<file path="src/signal_monitor_map.svh">
// Register addresses, field positions, reset values and limits of the signal monitor
`ifndef SIGNAL_MONITOR_MAP_SVH
`define SIGNAL_MONITOR_MAP_SVH

// ==========================================================
// Register addresses
`define ADDR_UT_LOW       9'h106
`define ADDR_UT_HIGH      9'h107
`define ADDR_DC_CTRL      9'h10c
`define ADDR_DC_A_LOW     9'h10d
`define ADDR_DC_A_HIGH    9'h10e
`define ADDR_DC_B_LOW     9'h10f
`define ADDR_DC_B_HIGH    9'h110
`define ADDR_SERIAL_RESULT_PORT_CTRL   9'h111
`define ADDR_MON_CTRL     9'h112
`define ADDR_PERIOD_0     9'h113
`define ADDR_PERIOD_1     9'h114
`define ADDR_PERIOD_2     9'h115
`define ADDR_RES_A_0      9'h116
`define ADDR_RES_A_1      9'h117
`define ADDR_RES_A_2      9'h118
`define ADDR_RES_B_0      9'h119
`define ADDR_RES_B_1      9'h11a
`define ADDR_RES_B_2      9'h11b

// ==========================================================
// Field positions
`define DC_EN_BIT         0
`define DC_OUT_BIT        1
`define DC_K_LSB          2
`define DC_K_MSB          5
`define DC_FREEZE_BIT     6
`define MON_EN_BIT        0
`define MON_MODE_LSB      1
`define MON_MODE_MSB      2
`define MON_CPLX_BIT      3
`define MON_MS_BIT        4
`define SP_RMS_BIT        0
`define SP_PEAK_BIT       1
`define SP_THR_BIT        2

// ==========================================================
// Mode codes, reset values and limits
`define MODE_POWER        2'h0
`define MODE_PEAK         2'h1
`define BYTE_RESET        8'h00
`define UT_RESET          13'h0000
`define PERIOD_RESET      24'h000080
`define PERIOD_MIN        24'h000080
`define PERIOD_LAST       24'h000001
`define DC_K_MAX          4'hd
`define DC_SHIFT_BASE     6'h0e
`define MAG_MAX           13'h1fff
`define ACC_MAX           24'hffffff
`define COUNT_MAX         20'hfffff

`endif

</file>
<file path="src/signal_monitor_pkg.sv">
// Types shared by the signal monitor design files
package signal_monitor_pkg;

    // ==========================================================
    // Period timer states
    typedef enum logic [1:0] {
        MON_IDLE = 2'b01,
        MON_RUN  = 2'b10
    } monState_e;

endpackage

</file>
<file path="src/signal_monitor_dc_correction.sv">
// Top of the dual-channel signal monitor with dc correction and byte register port
// What this block does
// Peak runs on mode 1 or peak enable
// Software writes period before enabling any mode
// Enabling loads period into down-counter
// Peak starts at sample, keeps larger
// At count 1 peak moves to result
// Rms runs on mode 0 or rms enable
// Square, cut to 11 bits, accumulate 24
// At count 1 root moves to result
// Power results are 20-bit per channel
// Threshold runs on mode 1x or enable
// Count samples above upper threshold
// At count 1 count moves, restarts at sample
// Shared upper threshold, no separate copy
// Monitor runs only while enable bit set
// Complex mode: A reports I/Q combined power
// Dc high-pass corner set by k field
// k above 13 acts as 13
// 14-bit dc value readable per channel
// Freeze bit holds dc estimate
// Bit 0 monitor correction, bit 1 output
// 24-bit period, at least 128 samples
// Both channels share one mode selection
// Mode from 0x112, enables from 0x111
// Mean-square reports power without root
// Magnitude is abs of corrected sample
`include "signal_monitor_map.svh"

module signal_monitor_dc_correction (
    // Clock and reset
    input  wire logic        sys_clk,
    input  wire logic        srst,
    // Converter samples, two's complement, on sys_clk
    input  wire logic [13:0] sampleA,
    input  wire logic [13:0] sampleB,
    // Main output data path
    output logic      [13:0] dataOutA,
    output logic      [13:0] dataOutB,
    // Byte register port
    input  wire logic [8:0]  regAddr,
    input  wire logic        regWrite,
    input  wire logic        regRead,
    input  wire logic [7:0]  regWdata,
    output logic      [7:0]  regRdata
);

    // ==========================================================
    // Register file
    logic [7:0]  dcCtrlReg, dcCtrlNext;
    logic [7:0]  sportCtrlReg, sportCtrlNext;
    logic [7:0]  monCtrlReg, monCtrlNext;
    logic [23:0] periodReg, periodNext;
    logic [12:0] upperThrReg, upperThrNext;
    logic [7:0]  rdataReg, rdataNext;
    logic [7:0]  readMux;

    // Channel wiring
    logic [13:0] dcValueA, dcValueB;
    logic [10:0] powerA, powerB;
    logic [19:0] resultA, resultB;
    logic [13:0] chanOutA, chanOutB;
    logic [13:0] outAReg, outBReg;

    // Decoded controls
    logic        monEnable;
    logic [1:0]  modeSel;
    logic        runPeak, runPower, runThreshold;
    logic        periodStart, periodEnd;
    logic [23:0] periodLoad;

    // Period timer
    signal_monitor_pkg::monState_e stateReg, stateNext;
    logic [23:0] countReg, countNext;

    // Writes to the configuration registers
    always_comb begin
        dcCtrlNext    = dcCtrlReg;
        sportCtrlNext = sportCtrlReg;
        monCtrlNext   = monCtrlReg;
        periodNext    = periodReg;
        upperThrNext  = upperThrReg;
        if (regWrite) begin
            unique case (regAddr)
                `ADDR_DC_CTRL:    dcCtrlNext = regWdata;
                `ADDR_SERIAL_RESULT_PORT_CTRL: sportCtrlNext = regWdata;
                `ADDR_MON_CTRL:   monCtrlNext = regWdata;
                `ADDR_PERIOD_0:   periodNext[7:0] = regWdata;
                `ADDR_PERIOD_1:   periodNext[15:8] = regWdata;
                `ADDR_PERIOD_2:   periodNext[23:16] = regWdata;
                `ADDR_UT_LOW:     upperThrNext[7:0] = regWdata;
                `ADDR_UT_HIGH:    upperThrNext[12:8] = regWdata[4:0];
                default:          ;
            endcase
        end
    end

    // Read mux; unmapped addresses read zero, answer one cycle after regRead
    always_comb begin
        unique case (regAddr)
            `ADDR_UT_LOW:     readMux = upperThrReg[7:0];
            `ADDR_UT_HIGH:    readMux = {3'h0, upperThrReg[12:8]};
            `ADDR_DC_CTRL:    readMux = dcCtrlReg;
            `ADDR_DC_A_LOW:   readMux = dcValueA[7:0];
            `ADDR_DC_A_HIGH:  readMux = {2'h0, dcValueA[13:8]};
            `ADDR_DC_B_LOW:   readMux = dcValueB[7:0];
            `ADDR_DC_B_HIGH:  readMux = {2'h0, dcValueB[13:8]};
            `ADDR_SERIAL_RESULT_PORT_CTRL: readMux = sportCtrlReg;
            `ADDR_MON_CTRL:   readMux = monCtrlReg;
            `ADDR_PERIOD_0:   readMux = periodReg[7:0];
            `ADDR_PERIOD_1:   readMux = periodReg[15:8];
            `ADDR_PERIOD_2:   readMux = periodReg[23:16];
            `ADDR_RES_A_0:    readMux = resultA[7:0];
            `ADDR_RES_A_1:    readMux = resultA[15:8];
            `ADDR_RES_A_2:    readMux = {4'h0, resultA[19:16]};
            `ADDR_RES_B_0:    readMux = resultB[7:0];
            `ADDR_RES_B_1:    readMux = resultB[15:8];
            `ADDR_RES_B_2:    readMux = {4'h0, resultB[19:16]};
            default:          readMux = 8'h00;
        endcase
        rdataNext = regRead ? readMux : rdataReg;
    end

    // Mode decode; one selection feeds both channels so they cannot disagree
    always_comb begin
        monEnable    = monCtrlReg[`MON_EN_BIT];
        modeSel      = monCtrlReg[`MON_MODE_MSB:`MON_MODE_LSB];
        runPeak      = (modeSel == `MODE_PEAK) || sportCtrlReg[`SP_PEAK_BIT];
        runPower     = (modeSel == `MODE_POWER) || sportCtrlReg[`SP_RMS_BIT];
        runThreshold = modeSel[1] || sportCtrlReg[`SP_THR_BIT];
        // Periods shorter than the minimum are stretched, not refused
        periodLoad   = (periodReg < `PERIOD_MIN) ? `PERIOD_MIN : periodReg;
    end

    // Period timer: load on enable, reload when it reaches one
    always_comb begin
        stateNext   = stateReg;
        countNext   = countReg;
        periodStart = 1'b0;
        periodEnd   = 1'b0;
        unique case (stateReg)
            signal_monitor_pkg::MON_IDLE: begin
                if (monEnable) begin
                    periodStart = 1'b1;
                    countNext   = periodLoad;
                    stateNext   = signal_monitor_pkg::MON_RUN;
                end
            end
            signal_monitor_pkg::MON_RUN: begin
                if (!monEnable) begin
                    stateNext = signal_monitor_pkg::MON_IDLE;
                end else if (countReg == `PERIOD_LAST) begin
                    periodEnd = 1'b1;
                    countNext = periodLoad;
                end else begin
                    countNext = countReg - 24'h000001;
                end
            end
        endcase
    end

    // Register file, timer and output stage
    always_ff @(posedge sys_clk) begin
        if (srst) begin
            dcCtrlReg    <= `BYTE_RESET;
            sportCtrlReg <= `BYTE_RESET;
            monCtrlReg   <= `BYTE_RESET;
            periodReg    <= `PERIOD_RESET;
            upperThrReg  <= `UT_RESET;
            rdataReg     <= `BYTE_RESET;
            stateReg     <= signal_monitor_pkg::MON_IDLE;
            countReg     <= 24'h000000;
            outAReg      <= 14'h0000;
            outBReg      <= 14'h0000;
        end else begin
            dcCtrlReg    <= dcCtrlNext;
            sportCtrlReg <= sportCtrlNext;
            monCtrlReg   <= monCtrlNext;
            periodReg    <= periodNext;
            upperThrReg  <= upperThrNext;
            rdataReg     <= rdataNext;
            stateReg     <= stateNext;
            countReg     <= countNext;
            outAReg      <= chanOutA;
            outBReg      <= chanOutB;
        end
    end

    // Channel A carries the combined I/Q power in complex mode
    signal_monitor_channel chanA (
        .sys_clk        (sys_clk),
        .srst           (srst),
        .sample         (sampleA),
        .dataOut        (chanOutA),
        .dcEnable       (dcCtrlReg[`DC_EN_BIT]),
        .dcToOutput     (dcCtrlReg[`DC_OUT_BIT]),
        .dcFreeze       (dcCtrlReg[`DC_FREEZE_BIT]),
        .dcShiftK       (dcCtrlReg[`DC_K_MSB:`DC_K_LSB]),
        .dcValue        (dcValueA),
        .monEnable      (monEnable),
        .runPeak        (runPeak),
        .runPower       (runPower),
        .runThreshold   (runThreshold),
        .msSelect       (monCtrlReg[`MON_MS_BIT]),
        .modeSel        (modeSel),
        .cplxEn         (monCtrlReg[`MON_CPLX_BIT]),
        .upperThreshold (upperThrReg),
        .periodStart    (periodStart),
        .periodEnd      (periodEnd),
        .partnerPower   (powerB),
        .ownPower       (powerA),
        .result         (resultA)
    );

    // Channel B always reports its own value
    signal_monitor_channel chanB (
        .sys_clk        (sys_clk),
        .srst           (srst),
        .sample         (sampleB),
        .dataOut        (chanOutB),
        .dcEnable       (dcCtrlReg[`DC_EN_BIT]),
        .dcToOutput     (dcCtrlReg[`DC_OUT_BIT]),
        .dcFreeze       (dcCtrlReg[`DC_FREEZE_BIT]),
        .dcShiftK       (dcCtrlReg[`DC_K_MSB:`DC_K_LSB]),
        .dcValue        (dcValueB),
        .monEnable      (monEnable),
        .runPeak        (runPeak),
        .runPower       (runPower),
        .runThreshold   (runThreshold),
        .msSelect       (monCtrlReg[`MON_MS_BIT]),
        .modeSel        (modeSel),
        .cplxEn         (1'b0),
        .upperThreshold (upperThrReg),
        .periodStart    (periodStart),
        .periodEnd      (periodEnd),
        .partnerPower   (powerA),
        .ownPower       (powerB),
        .result         (resultB)
    );

    assign dataOutA = outAReg;
    assign dataOutB = outBReg;
    assign regRdata = rdataReg;

endmodule

</file>
<file path="src/signal_monitor_channel.sv">
// One channel: dc correction, magnitude, peak, power and threshold measurement
`include "signal_monitor_map.svh"

module signal_monitor_channel (
    // Clock and reset
    input  wire logic        sys_clk,
    input  wire logic        srst,
    // Sample in, corrected sample out
    input  wire logic [13:0] sample,
    output logic      [13:0] dataOut,
    // Dc correction control and readback
    input  wire logic        dcEnable,
    input  wire logic        dcToOutput,
    input  wire logic        dcFreeze,
    input  wire logic [3:0]  dcShiftK,
    output logic      [13:0] dcValue,
    // Measurement control
    input  wire logic        monEnable,
    input  wire logic        runPeak,
    input  wire logic        runPower,
    input  wire logic        runThreshold,
    input  wire logic        msSelect,
    input  wire logic [1:0]  modeSel,
    input  wire logic        cplxEn,
    input  wire logic [12:0] upperThreshold,
    input  wire logic        periodStart,
    input  wire logic        periodEnd,
    // Power exchange for complex mode
    input  wire logic [10:0] partnerPower,
    output logic      [10:0] ownPower,
    // Held result
    output logic      [19:0] result
);

    // ==========================================================
    // Integer square root, bit by bit, 24 in 12 out
    function automatic logic [11:0] isqrt(input logic [23:0] v);
        logic [11:0] r;
        logic [11:0] t;
        r = 12'h000;
        for (int i = 11; i >= 0; i--) begin
            t = r | (12'h001 << i);
            if (24'(t) * 24'(t) <= v) begin
                r = t;
            end
        end
        return r;
    endfunction

    // ==========================================================
    // State
    logic signed [40:0] dcAccReg, dcAccNext;
    logic        [12:0] peakReg, peakNext;
    logic        [23:0] powAccReg, powAccNext;
    logic        [19:0] countReg, countNext;
    logic        [19:0] resultReg, resultNext;
    logic        [13:0] dataOutReg, dataOutNext;

    logic        [3:0]  kEff;
    logic        [5:0]  shiftAmt;
    logic signed [13:0] dcEst;
    logic signed [14:0] corrWide;
    logic signed [13:0] corrSat;
    logic signed [13:0] monSample;
    logic        [13:0] absVal;
    logic        [12:0] result_magnitude;
    logic        [25:0] square;
    logic        [11:0] sumPower;
    logic        [24:0] accSum;
    logic               above;

    // Dc estimate: leaky integrator, corner set by 2^-(k+14)
    always_comb begin
        kEff      = (dcShiftK > `DC_K_MAX) ? `DC_K_MAX : dcShiftK;
        shiftAmt  = {2'h0, kEff} + `DC_SHIFT_BASE;
        dcEst     = 14'(dcAccReg >>> shiftAmt);
        corrWide  = 15'(signed'(sample)) - 15'(dcEst);
        // Saturate rather than wrap: a wrapped sample would fake a full-scale peak
        if (corrWide > 15'sh1fff) begin
            corrSat = 14'sh1fff;
        end else if (corrWide < -15'sh2000) begin
            corrSat = -14'sh2000;
        end else begin
            corrSat = corrWide[13:0];
        end
        dcAccNext = dcFreeze ? dcAccReg : dcAccReg + 41'(corrWide);
        dataOutNext = dcToOutput ? corrSat : sample;
    end

    // Magnitude and power of the sample the monitor sees
    always_comb begin
        monSample = dcEnable ? corrSat : signed'(sample);
        absVal    = monSample[13] ? 14'(-monSample) : monSample;
        result_magnitude       = absVal[13] ? `MAG_MAX : absVal[12:0];
        // Squaring the magnitude and keeping the top eleven bits stands in for the float step
        square    = 26'(result_magnitude) * 26'(result_magnitude);
        ownPower  = square[25:15];
        sumPower  = (cplxEn && modeSel == `MODE_POWER)
                    ? 12'(ownPower) + 12'(partnerPower)
                    : 12'(ownPower);
        above     = result_magnitude > upperThreshold;
        accSum    = 25'(powAccReg) + 25'(sumPower);
    end

    // Measurement registers: restart from the current sample at a period edge
    always_comb begin
        peakNext   = peakReg;
        powAccNext = powAccReg;
        countNext  = countReg;
        resultNext = resultReg;
        if (!monEnable) begin
            peakNext   = 13'h0000;
            powAccNext = 24'h000000;
            countNext  = 20'h00000;
        end else if (periodStart || periodEnd) begin
            peakNext   = runPeak ? result_magnitude : 13'h0000;
            powAccNext = runPower ? 24'(sumPower) : 24'h000000;
            countNext  = (runThreshold && above) ? 20'h00001 : 20'h00000;
        end else begin
            if (runPeak && result_magnitude > peakReg) begin
                peakNext = result_magnitude;
            end
            if (runPower) begin
                powAccNext = accSum[24] ? `ACC_MAX : accSum[23:0];
            end
            if (runThreshold && above && countReg != `COUNT_MAX) begin
                countNext = countReg + 20'h00001;
            end
        end
        if (monEnable && periodEnd) begin
            unique case (modeSel)
                `MODE_POWER: resultNext = msSelect ? powAccReg[23:4]
                                                   : {isqrt(powAccReg), 8'h00};
                `MODE_PEAK:  resultNext = {7'h00, peakReg};
                default:     resultNext = countReg;
            endcase
        end
    end

    // Register all state of the channel
    always_ff @(posedge sys_clk) begin
        if (srst) begin
            dcAccReg   <= 41'sh0;
            peakReg    <= 13'h0000;
            powAccReg  <= 24'h000000;
            countReg   <= 20'h00000;
            resultReg  <= 20'h00000;
            dataOutReg <= 14'h0000;
        end else begin
            dcAccReg   <= dcAccNext;
            peakReg    <= peakNext;
            powAccReg  <= powAccNext;
            countReg   <= countNext;
            resultReg  <= resultNext;
            dataOutReg <= dataOutNext;
        end
    end

    assign dcValue = dcEst;
    assign dataOut = dataOutReg;
    assign result  = resultReg;

endmodule

</file>
<file path="config.mk">
export PLATFORM = sky130hd
export DESIGN_NAME = signal_monitor_dc_correction
export DESIGN_NICKNAME = d
export VERILOG_FILES = /design/src/signal_monitor_pkg.sv /design/src/signal_monitor_dc_correction.sv /design/src/signal_monitor_channel.sv
export VERILOG_INCLUDE_DIRS = /design/src
export SDC_FILE = /design/constraint.sdc
export NUM_CORES = 2
export LEC_CHECK = 0
export BUFFER_PORTS_ARGS = -buffer_cell sky130_fd_sc_hd__buf_2
export CAP_MARGIN = 40
export CORE_MARGIN = 2
export CORE_UTILIZATION = 60
export DETAILED_ROUTE_END_ITERATION = 8
export PLACE_DENSITY = 0.76
export SYNTH_ARGS = -nofsm -noshare
export SYNTH_HDL_FRONTEND = slang
export SYNTH_SLANG_ARGS = --single-unit
</file>
<file path="constraint.sdc">
create_clock -name sys_clk -period 75.6 [get_ports sys_clk]
set_input_delay 11.34 -clock sys_clk [delete_from_list [all_inputs] [get_ports sys_clk]]
set_output_delay 11.34 -clock sys_clk [all_outputs]
set_load 0.01 [all_outputs]
</file>
Yosys cells after proc, flatten, opt, wreduce, memory -nomap -nowiden
Index checks and enable logic that the tools add are counted.
{"block": "totals", "ff_bits": 387, "in_bits": 49, "out_inout_bits": 36, "word_cells": 275}
{"block": "op_classes", "add_sub_neg": 13, "multipliers": 24, "n_lt_le_gt_ge": 34, "n_eq_ne": 27, "shift": 2, "n_mux": 120, "n_bitwise": 1, "reduce_logical": 29}
{"cell": "two-way mux 12 bit", "n": 48}
{"cell": "<= comparator 24 bit", "n": 22}
{"cell": "multiplier 12 x 12 -> 24 bit", "n": 22}
{"cell": "two-way mux 24 bit", "n": 10}
{"cell": "== test 9 bit, second input constant", "n": 18}
{"cell": "case mux 8 bit (18 select lines)", "n": 1}
{"cell": "two-way mux 14 bit", "n": 10}
{"cell": "two-way mux 20 bit", "n": 6}
{"cell": "two-way mux 13 bit", "n": 8}
{"cell": "adder 41 x 15 -> 41 bit", "n": 2}
{"cell": ">>> shifter 41 x 5 -> 14 bit", "n": 2}
{"cell": "case mux 20 bit (2 select lines)", "n": 2}
{"cell": "greater-than comparator 13 bit", "n": 4}
{"cell": "multiplier 13 x 13 -> 26 bit", "n": 2}
{"cell": "<= comparator 23 x 24 -> 1 bit, first input constant", "n": 2}
{"cell": "case mux 24 bit (2 select lines)", "n": 1}
{"cell": "adder 20 x 1 -> 20 bit, second input constant", "n": 2}
{"cell": "inequality test 20 bit, second input constant", "n": 2}
{"cell": "two-way mux 11 bit", "n": 3}
{"cell": "greater-than comparator 15 x 14 -> 1 bit, second input constant", "n": 2}
{"cell": "less-than comparator 15 x 14 -> 1 bit, second input constant", "n": 2}
{"cell": "subtractor 14 x 14 -> 15 bit", "n": 2}
{"cell": "negator 14 bit", "n": 2}
{"cell": "adder 24 x 11 -> 25 bit", "n": 1}
{"cell": "28 further kinds", "n": 74}

Depth between registers and ports, before layout
{"block": "depth", "ltp_word": 61, "depth_mapped": 269, "mapped_depth_nobuf": 264}

Hierarchy
From an unflattened synthesis, not the netlist that was laid out.
{"block": "hier_totals", "cells_unflattened": 8269, "hier_area_um2": 68197.9}
{"mod": "signal_monitor_channel at chanB", "instances": 1, "cells_each": 3763, "area_per_inst_um2": 30904.6, "seq_area_each_um2": 2642.5}
{"mod": "signal_monitor_channel at chanA", "instances": 1, "cells_each": 3782, "area_per_inst_um2": 30768.3, "seq_area_each_um2": 2642.5}
{"mod": "signal_monitor_dc_correction", "instances": 1, "cells_each": 724, "area_per_inst_um2": 6525.0, "seq_area_each_um2": 2462.4}

Worst setup path after synthesis
OpenSTA, ideal clock, no wires.
{"block": "synth_path", "path_type": "register -> register", "start": "reg chanA.powAccReg[0]", "end": "reg chanA.resultReg[8] (netlist: chanA.result[8])", "setup_time_ns": 0.138, "t_arrival_ns": 53.882, "required_time_ns": 75.462, "path_slack_ns": 21.581, "path_stages_with_launch": 253, "n_path_buf": 6, "period_less_slack_ns": 54.019, "cell_sequence": "dfxtp_1 -> or4_1 -> nor3_1 -> and4_1 -> nand2_1 -> nor3_1 -> nand2_1 -> or4_1 -> nand2b_1 -> o41ai_1 -> o21a_1 -> ha_1 -> xnor2_1 -> xnor2_1 -> ha_1 -> and3_1 -> nand3_1 -> nor2_1 -> [... 217 more ...] -> a21boi_0 -> o21ai_0 -> a21boi_0 -> o21ai_0 -> a21oi_1 -> o2111ai_1 -> and4_1 -> nor3_1 -> xor2_1 -> ha_1 -> nand4_1 -> or2_2 -> nor3_1 -> a21oi_1 -> o211ai_1 -> a31oi_1 -> a221oi_1 -> a211oi_1"}
{"block": "synth_via", "elab_chain_cells": 59}
{"element": "from (decl)", "line": "signal_monitor_channel.sv:54", "text": "logic [23:0] powAccReg, powAccNext;"}
{"element": "from (signal assigned)", "line": "signal_monitor_channel.sv:152", "text": "powAccReg <= powAccNext;"}
{"element": "<= comparator 23 x 24 -> 1 bit", "line": "signal_monitor_channel.sv:43", "text": "if (24'(t) * 24'(t) <= v) begin"}
{"element": "two-way mux 12 bit", "line": "signal_monitor_channel.sv:43"}
{"element": "two-way mux 12 bit", "line": "signal_monitor_channel.sv:131", "text": "unique case (modeSel)"}
{"element": "two-way mux 12 bit", "line": "signal_monitor_channel.sv:130", "text": "if (monEnable && periodEnd) begin"}
{"element": "multiplier 12 x 12 -> 24 bit", "line": "signal_monitor_channel.sv:43"}
{"element": "<= comparator 24 bit", "line": "signal_monitor_channel.sv:43"}
{"element": "two-way mux 11 bit", "line": "signal_monitor_channel.sv:43"}
{"element": "two-way mux 12 bit", "line": "signal_monitor_channel.sv:131"}
{"element": "[... 43 more ...]"}
{"element": "two-way mux 2 bit", "line": "signal_monitor_channel.sv:43"}
{"element": "two-way mux 12 bit", "line": "signal_monitor_channel.sv:131"}
{"element": "two-way mux 12 bit", "line": "signal_monitor_channel.sv:130"}
{"element": "multiplier 12 x 12 -> 24 bit", "line": "signal_monitor_channel.sv:43"}
{"element": "<= comparator 24 bit (*)", "line": "signal_monitor_channel.sv:43"}
{"element": "two-way mux 1 bit (*)", "line": "signal_monitor_channel.sv:43"}
{"element": "two-way mux 20 bit (*)", "line": "signal_monitor_channel.sv:132", "text": "`MODE_POWER: resultNext = msSelect ? powAccReg[23:4]"}
{"element": "case mux 20 bit (2 select lines) (*)", "line": "signal_monitor_channel.sv:131"}
{"element": "to (signal assigned)", "line": "signal_monitor_channel.sv:154", "text": "resultReg <= resultNext;"}
{"element": "to (decl)", "line": "signal_monitor_channel.sv:56", "text": "logic [19:0] resultReg, resultNext;"}
Mark *: on every way between the ends. The rest lies on a longest branch, timed or not. The select of a mux whose other input is x is not followed.
A chain may end at the register's enable or synchronous reset.

Worst setup path in the final report
Ends and elaborated chain as after synthesis.

==> results.ini <==
[synth]
synth_area_leaders = ha_1 21%, fa_1 18%, dfxtp_1 12%
synthArstFlopShare = 0
yosysWarnings = 0
synth-edff-count = 0
synth_ff_type = dfxtp_1
seq_area_frac_synth = 0.1186
yosysUniqueCellTypes = 97
mappedNetlistNets = 9729
synth_top_area_frac = 0.2137
synth_cells = 7971
netlist_area_um2 = 65350
ys_ff_latch = 387
synth_area_leader_cell = ha_1
syn_area_per_cell_um2 = 8.198

[final_layout]
final_nets = 9692
nFillCells = 9361
regArea_um2 = 7754
multi_input_area_um2 = 52420
syn_to_final_growth_pct = 5.583
final_cell_count_no_fill = 9385
final_util = 0.6365
drive_gt1_frac = 0.04806
final_area_um2 = 69000

[worst_setup_path]
end_kind = register
crit_slowest_cell = o41a_1
max_stage_delay_ps = 670
worstPathRequired_ps = 76060
cp_max_fo = 23
crit_path_start_kind = register
path_common_cell = ha_1
worstSetupPathType = reg -> reg
crit_arrival_ps = 60540

[sta]
period_needed_ps = 60080
rsz0062_at_grt = no
finalSetupViolCount = 0
hold_ws_ps = 437.0
fin_setup_tns_ps = 0
slew_viol_final = 0
worst_slack_ps = 15520
slew_headroom = 0.3386
skew_ps = 33.23
tightest_slew_ps = 967.1
clock.fmax_mhz = 16.64
timing.final.crit_share = 0.7948
hold_violations = 0

[placed_design]
postPlaceCellArea_um2 = 67490
place.gp.congestion = 0.9880
placedCellCount = 9302
dp_slack_ps = 16510
dpl.hpwl_um = 156800
portBuffers = 84

[drt]
wirelength_um = 197200
wl_per_cell_um = 21.01
vias = 57780
drt_iter0_markers = 4652
antenna_left = 0
route.detailed.drc = 0
firstDrtPassIters = 6
routed_via_density = 6.157

[worst_hold_path]
hp-class = reg -> reg

[clock_tree]
numClockSinks = 387
path_clk_slew_ps = 60
tritoncts = built
cts.repair.resized = 0
postCtsSetupBuffers = 0
worstSkewPairLatency_ps = 620
numCtsBuffers = 44
root_buffer = clkbuf_16
htree_levels = 2
clock_path_buffers = 3
hold_buffers = 0

[die]
die-area_um2 = 111600
fp.dieH_um = 334.0
fp.dieW_um = 334.0
coreArea_um2 = 108400
top_level_ports = 85
rows = 121
floorplan.initialDensity = 0.6029

[grt]
grt_max_degree = 166
antenna_found_initial = 2
grt_use_total = 0.3516
grt_pass1_wl_um = 313700
grt_pass1_vias = 57270
grt-ovfl-total = 0

[pwr]
p_total_mw = 2.208
power_density_nw_per_um2 = 31.99
p_leak_nw = 35.05
ir_worst_vdd_mv = 0.1369

[run_status]
status = finished, final reports clean

[flow_run]
cap_viol_max_count = 0

final timing paths:
path | start | to | slack [ps] | depth (start not counted)
max | chanA.powAccReg[0]$_SDFFE_PP0P_ | chanA.result[8]$_SDFFE_PP0P_ | 15520 | 253
min | chanB.dataOut[9]$_SDFF_PP0_ | dataOutB[9]$_SDFF_PP0_ | 440 | 1
max reg2reg | chanA.powAccReg[0]$_SDFFE_PP0P_ | chanA.result[8]$_SDFFE_PP0P_ | 15520 | 253
min reg2reg | chanB.dataOut[9]$_SDFF_PP0_ | dataOutB[9]$_SDFF_PP0_ | 440 | 1
cell usage after synthesis, types with 33 or more instances:
cell / number
ha_1: 1116
nand3_1: 165
a22oi_1: 33
a211oi_1: 89
a221oi_1: 39
nor4_1: 33
or3_1: 34
dfxtp_1: 387
a31oi_1: 45
xor2_1: 98
a21o_1: 184
nor2b_1: 130
inv_1: 1125
o211ai_1: 52
fa_1: 593
clkbuf_1: 253
nand4_1: 91
xnor2_1: 324
mux2i_1: 100
nand2_1: 579
nor2_1: 687
o21bai_1: 95
nand2b_1: 78
a21oi_1: 649
nor3_1: 124
and2_1: 44
and3_1: 42
o21ai_0: 271
o21a_1: 68
report_power, final:
group / total, mW / internal [mW] / switching (mW)
logic: 1.74 / 0.696 / 1.04
registers: 0.242 / 0.224 / 0.0173
clock network: 0.230 / 0.126 / 0.103
per-layer routing:
metal,wire length (um),GRT usage,vias up,share of wire
li1,-,-,27140,-
met1,80450,0.4532,27740,0.41
met2,91380,0.5884,2357,0.46
met3,14350,0.03752,539,0.073
met4,10960,0.1724,4,0.056
met5,26,0,-,0.00013
kinds of logic after synthesis:
| group | count (synthesis) | synth area share |
|---|---|---|
| xor+xnor | 422 | 0.05656 |
| compound gates | 1797 | 0.1756 |
| simple gates | 2099 | 0.1490 |
| fa+ha+maj | 1724 | 0.3976 |
| mux | 127 | 0.02135 |
| flops | 387 | 0.1186 |
| buf+inv | 1415 | 0.08133 |
area by class of cell:
class / count / area share
Inverter: 1138 / 0.06191
Multi-Input combinational cell: 6169 / 0.7597
Antenna cell: 1 / 0.00003627
Clock buffer: 52 / 0.01730
Tap cell: 1414 / 0.02564
Clock inverter: 30 / 0.004588
Sequential cell: 387 / 0.1124
Timing Repair Buffer: 194 / 0.01850
registers in the layout, summed over array words and instances (netlist names), 20 cells and up:
name	cells
chanA.dcAccReg	41
chanB.dcAccReg	41
chanA.powAccReg	24
chanB.powAccReg	24
countReg	24
periodReg	24
chanA.countReg	20
chanA.result	20
chanB.countReg	20
chanB.result	20
cell usage in the layout (no fill, tap or decap), types with 100 or more instances in the layout:
cell	synthesis	layout
xnor2_1	324	324
nor3_1	124	123
dfxtp_1	387	384
a21oi_1	649	649
o21ai_0	271	270
a21o_1	184	184
nor2_1	687	685
inv_1	1125	1125
nand2_1	579	578
ha_1	1116	1116
mux2i_1	100	100
nor2b_1	130	130
fa_1	593	593
nand3_1	165	165
worst max-delay path: cells and delay by family (launching register included):
family | cells | cell delay (ps)
fa+ha+maj | 67 | 24220
compound gates | 85 | 15950
simple gates | 51 | 10740
buf+inv | 36 | 6580
xor+xnor | 14 | 1940
flops | 1 | 360
No activity file was read; power rests on OpenSTA's default activity.
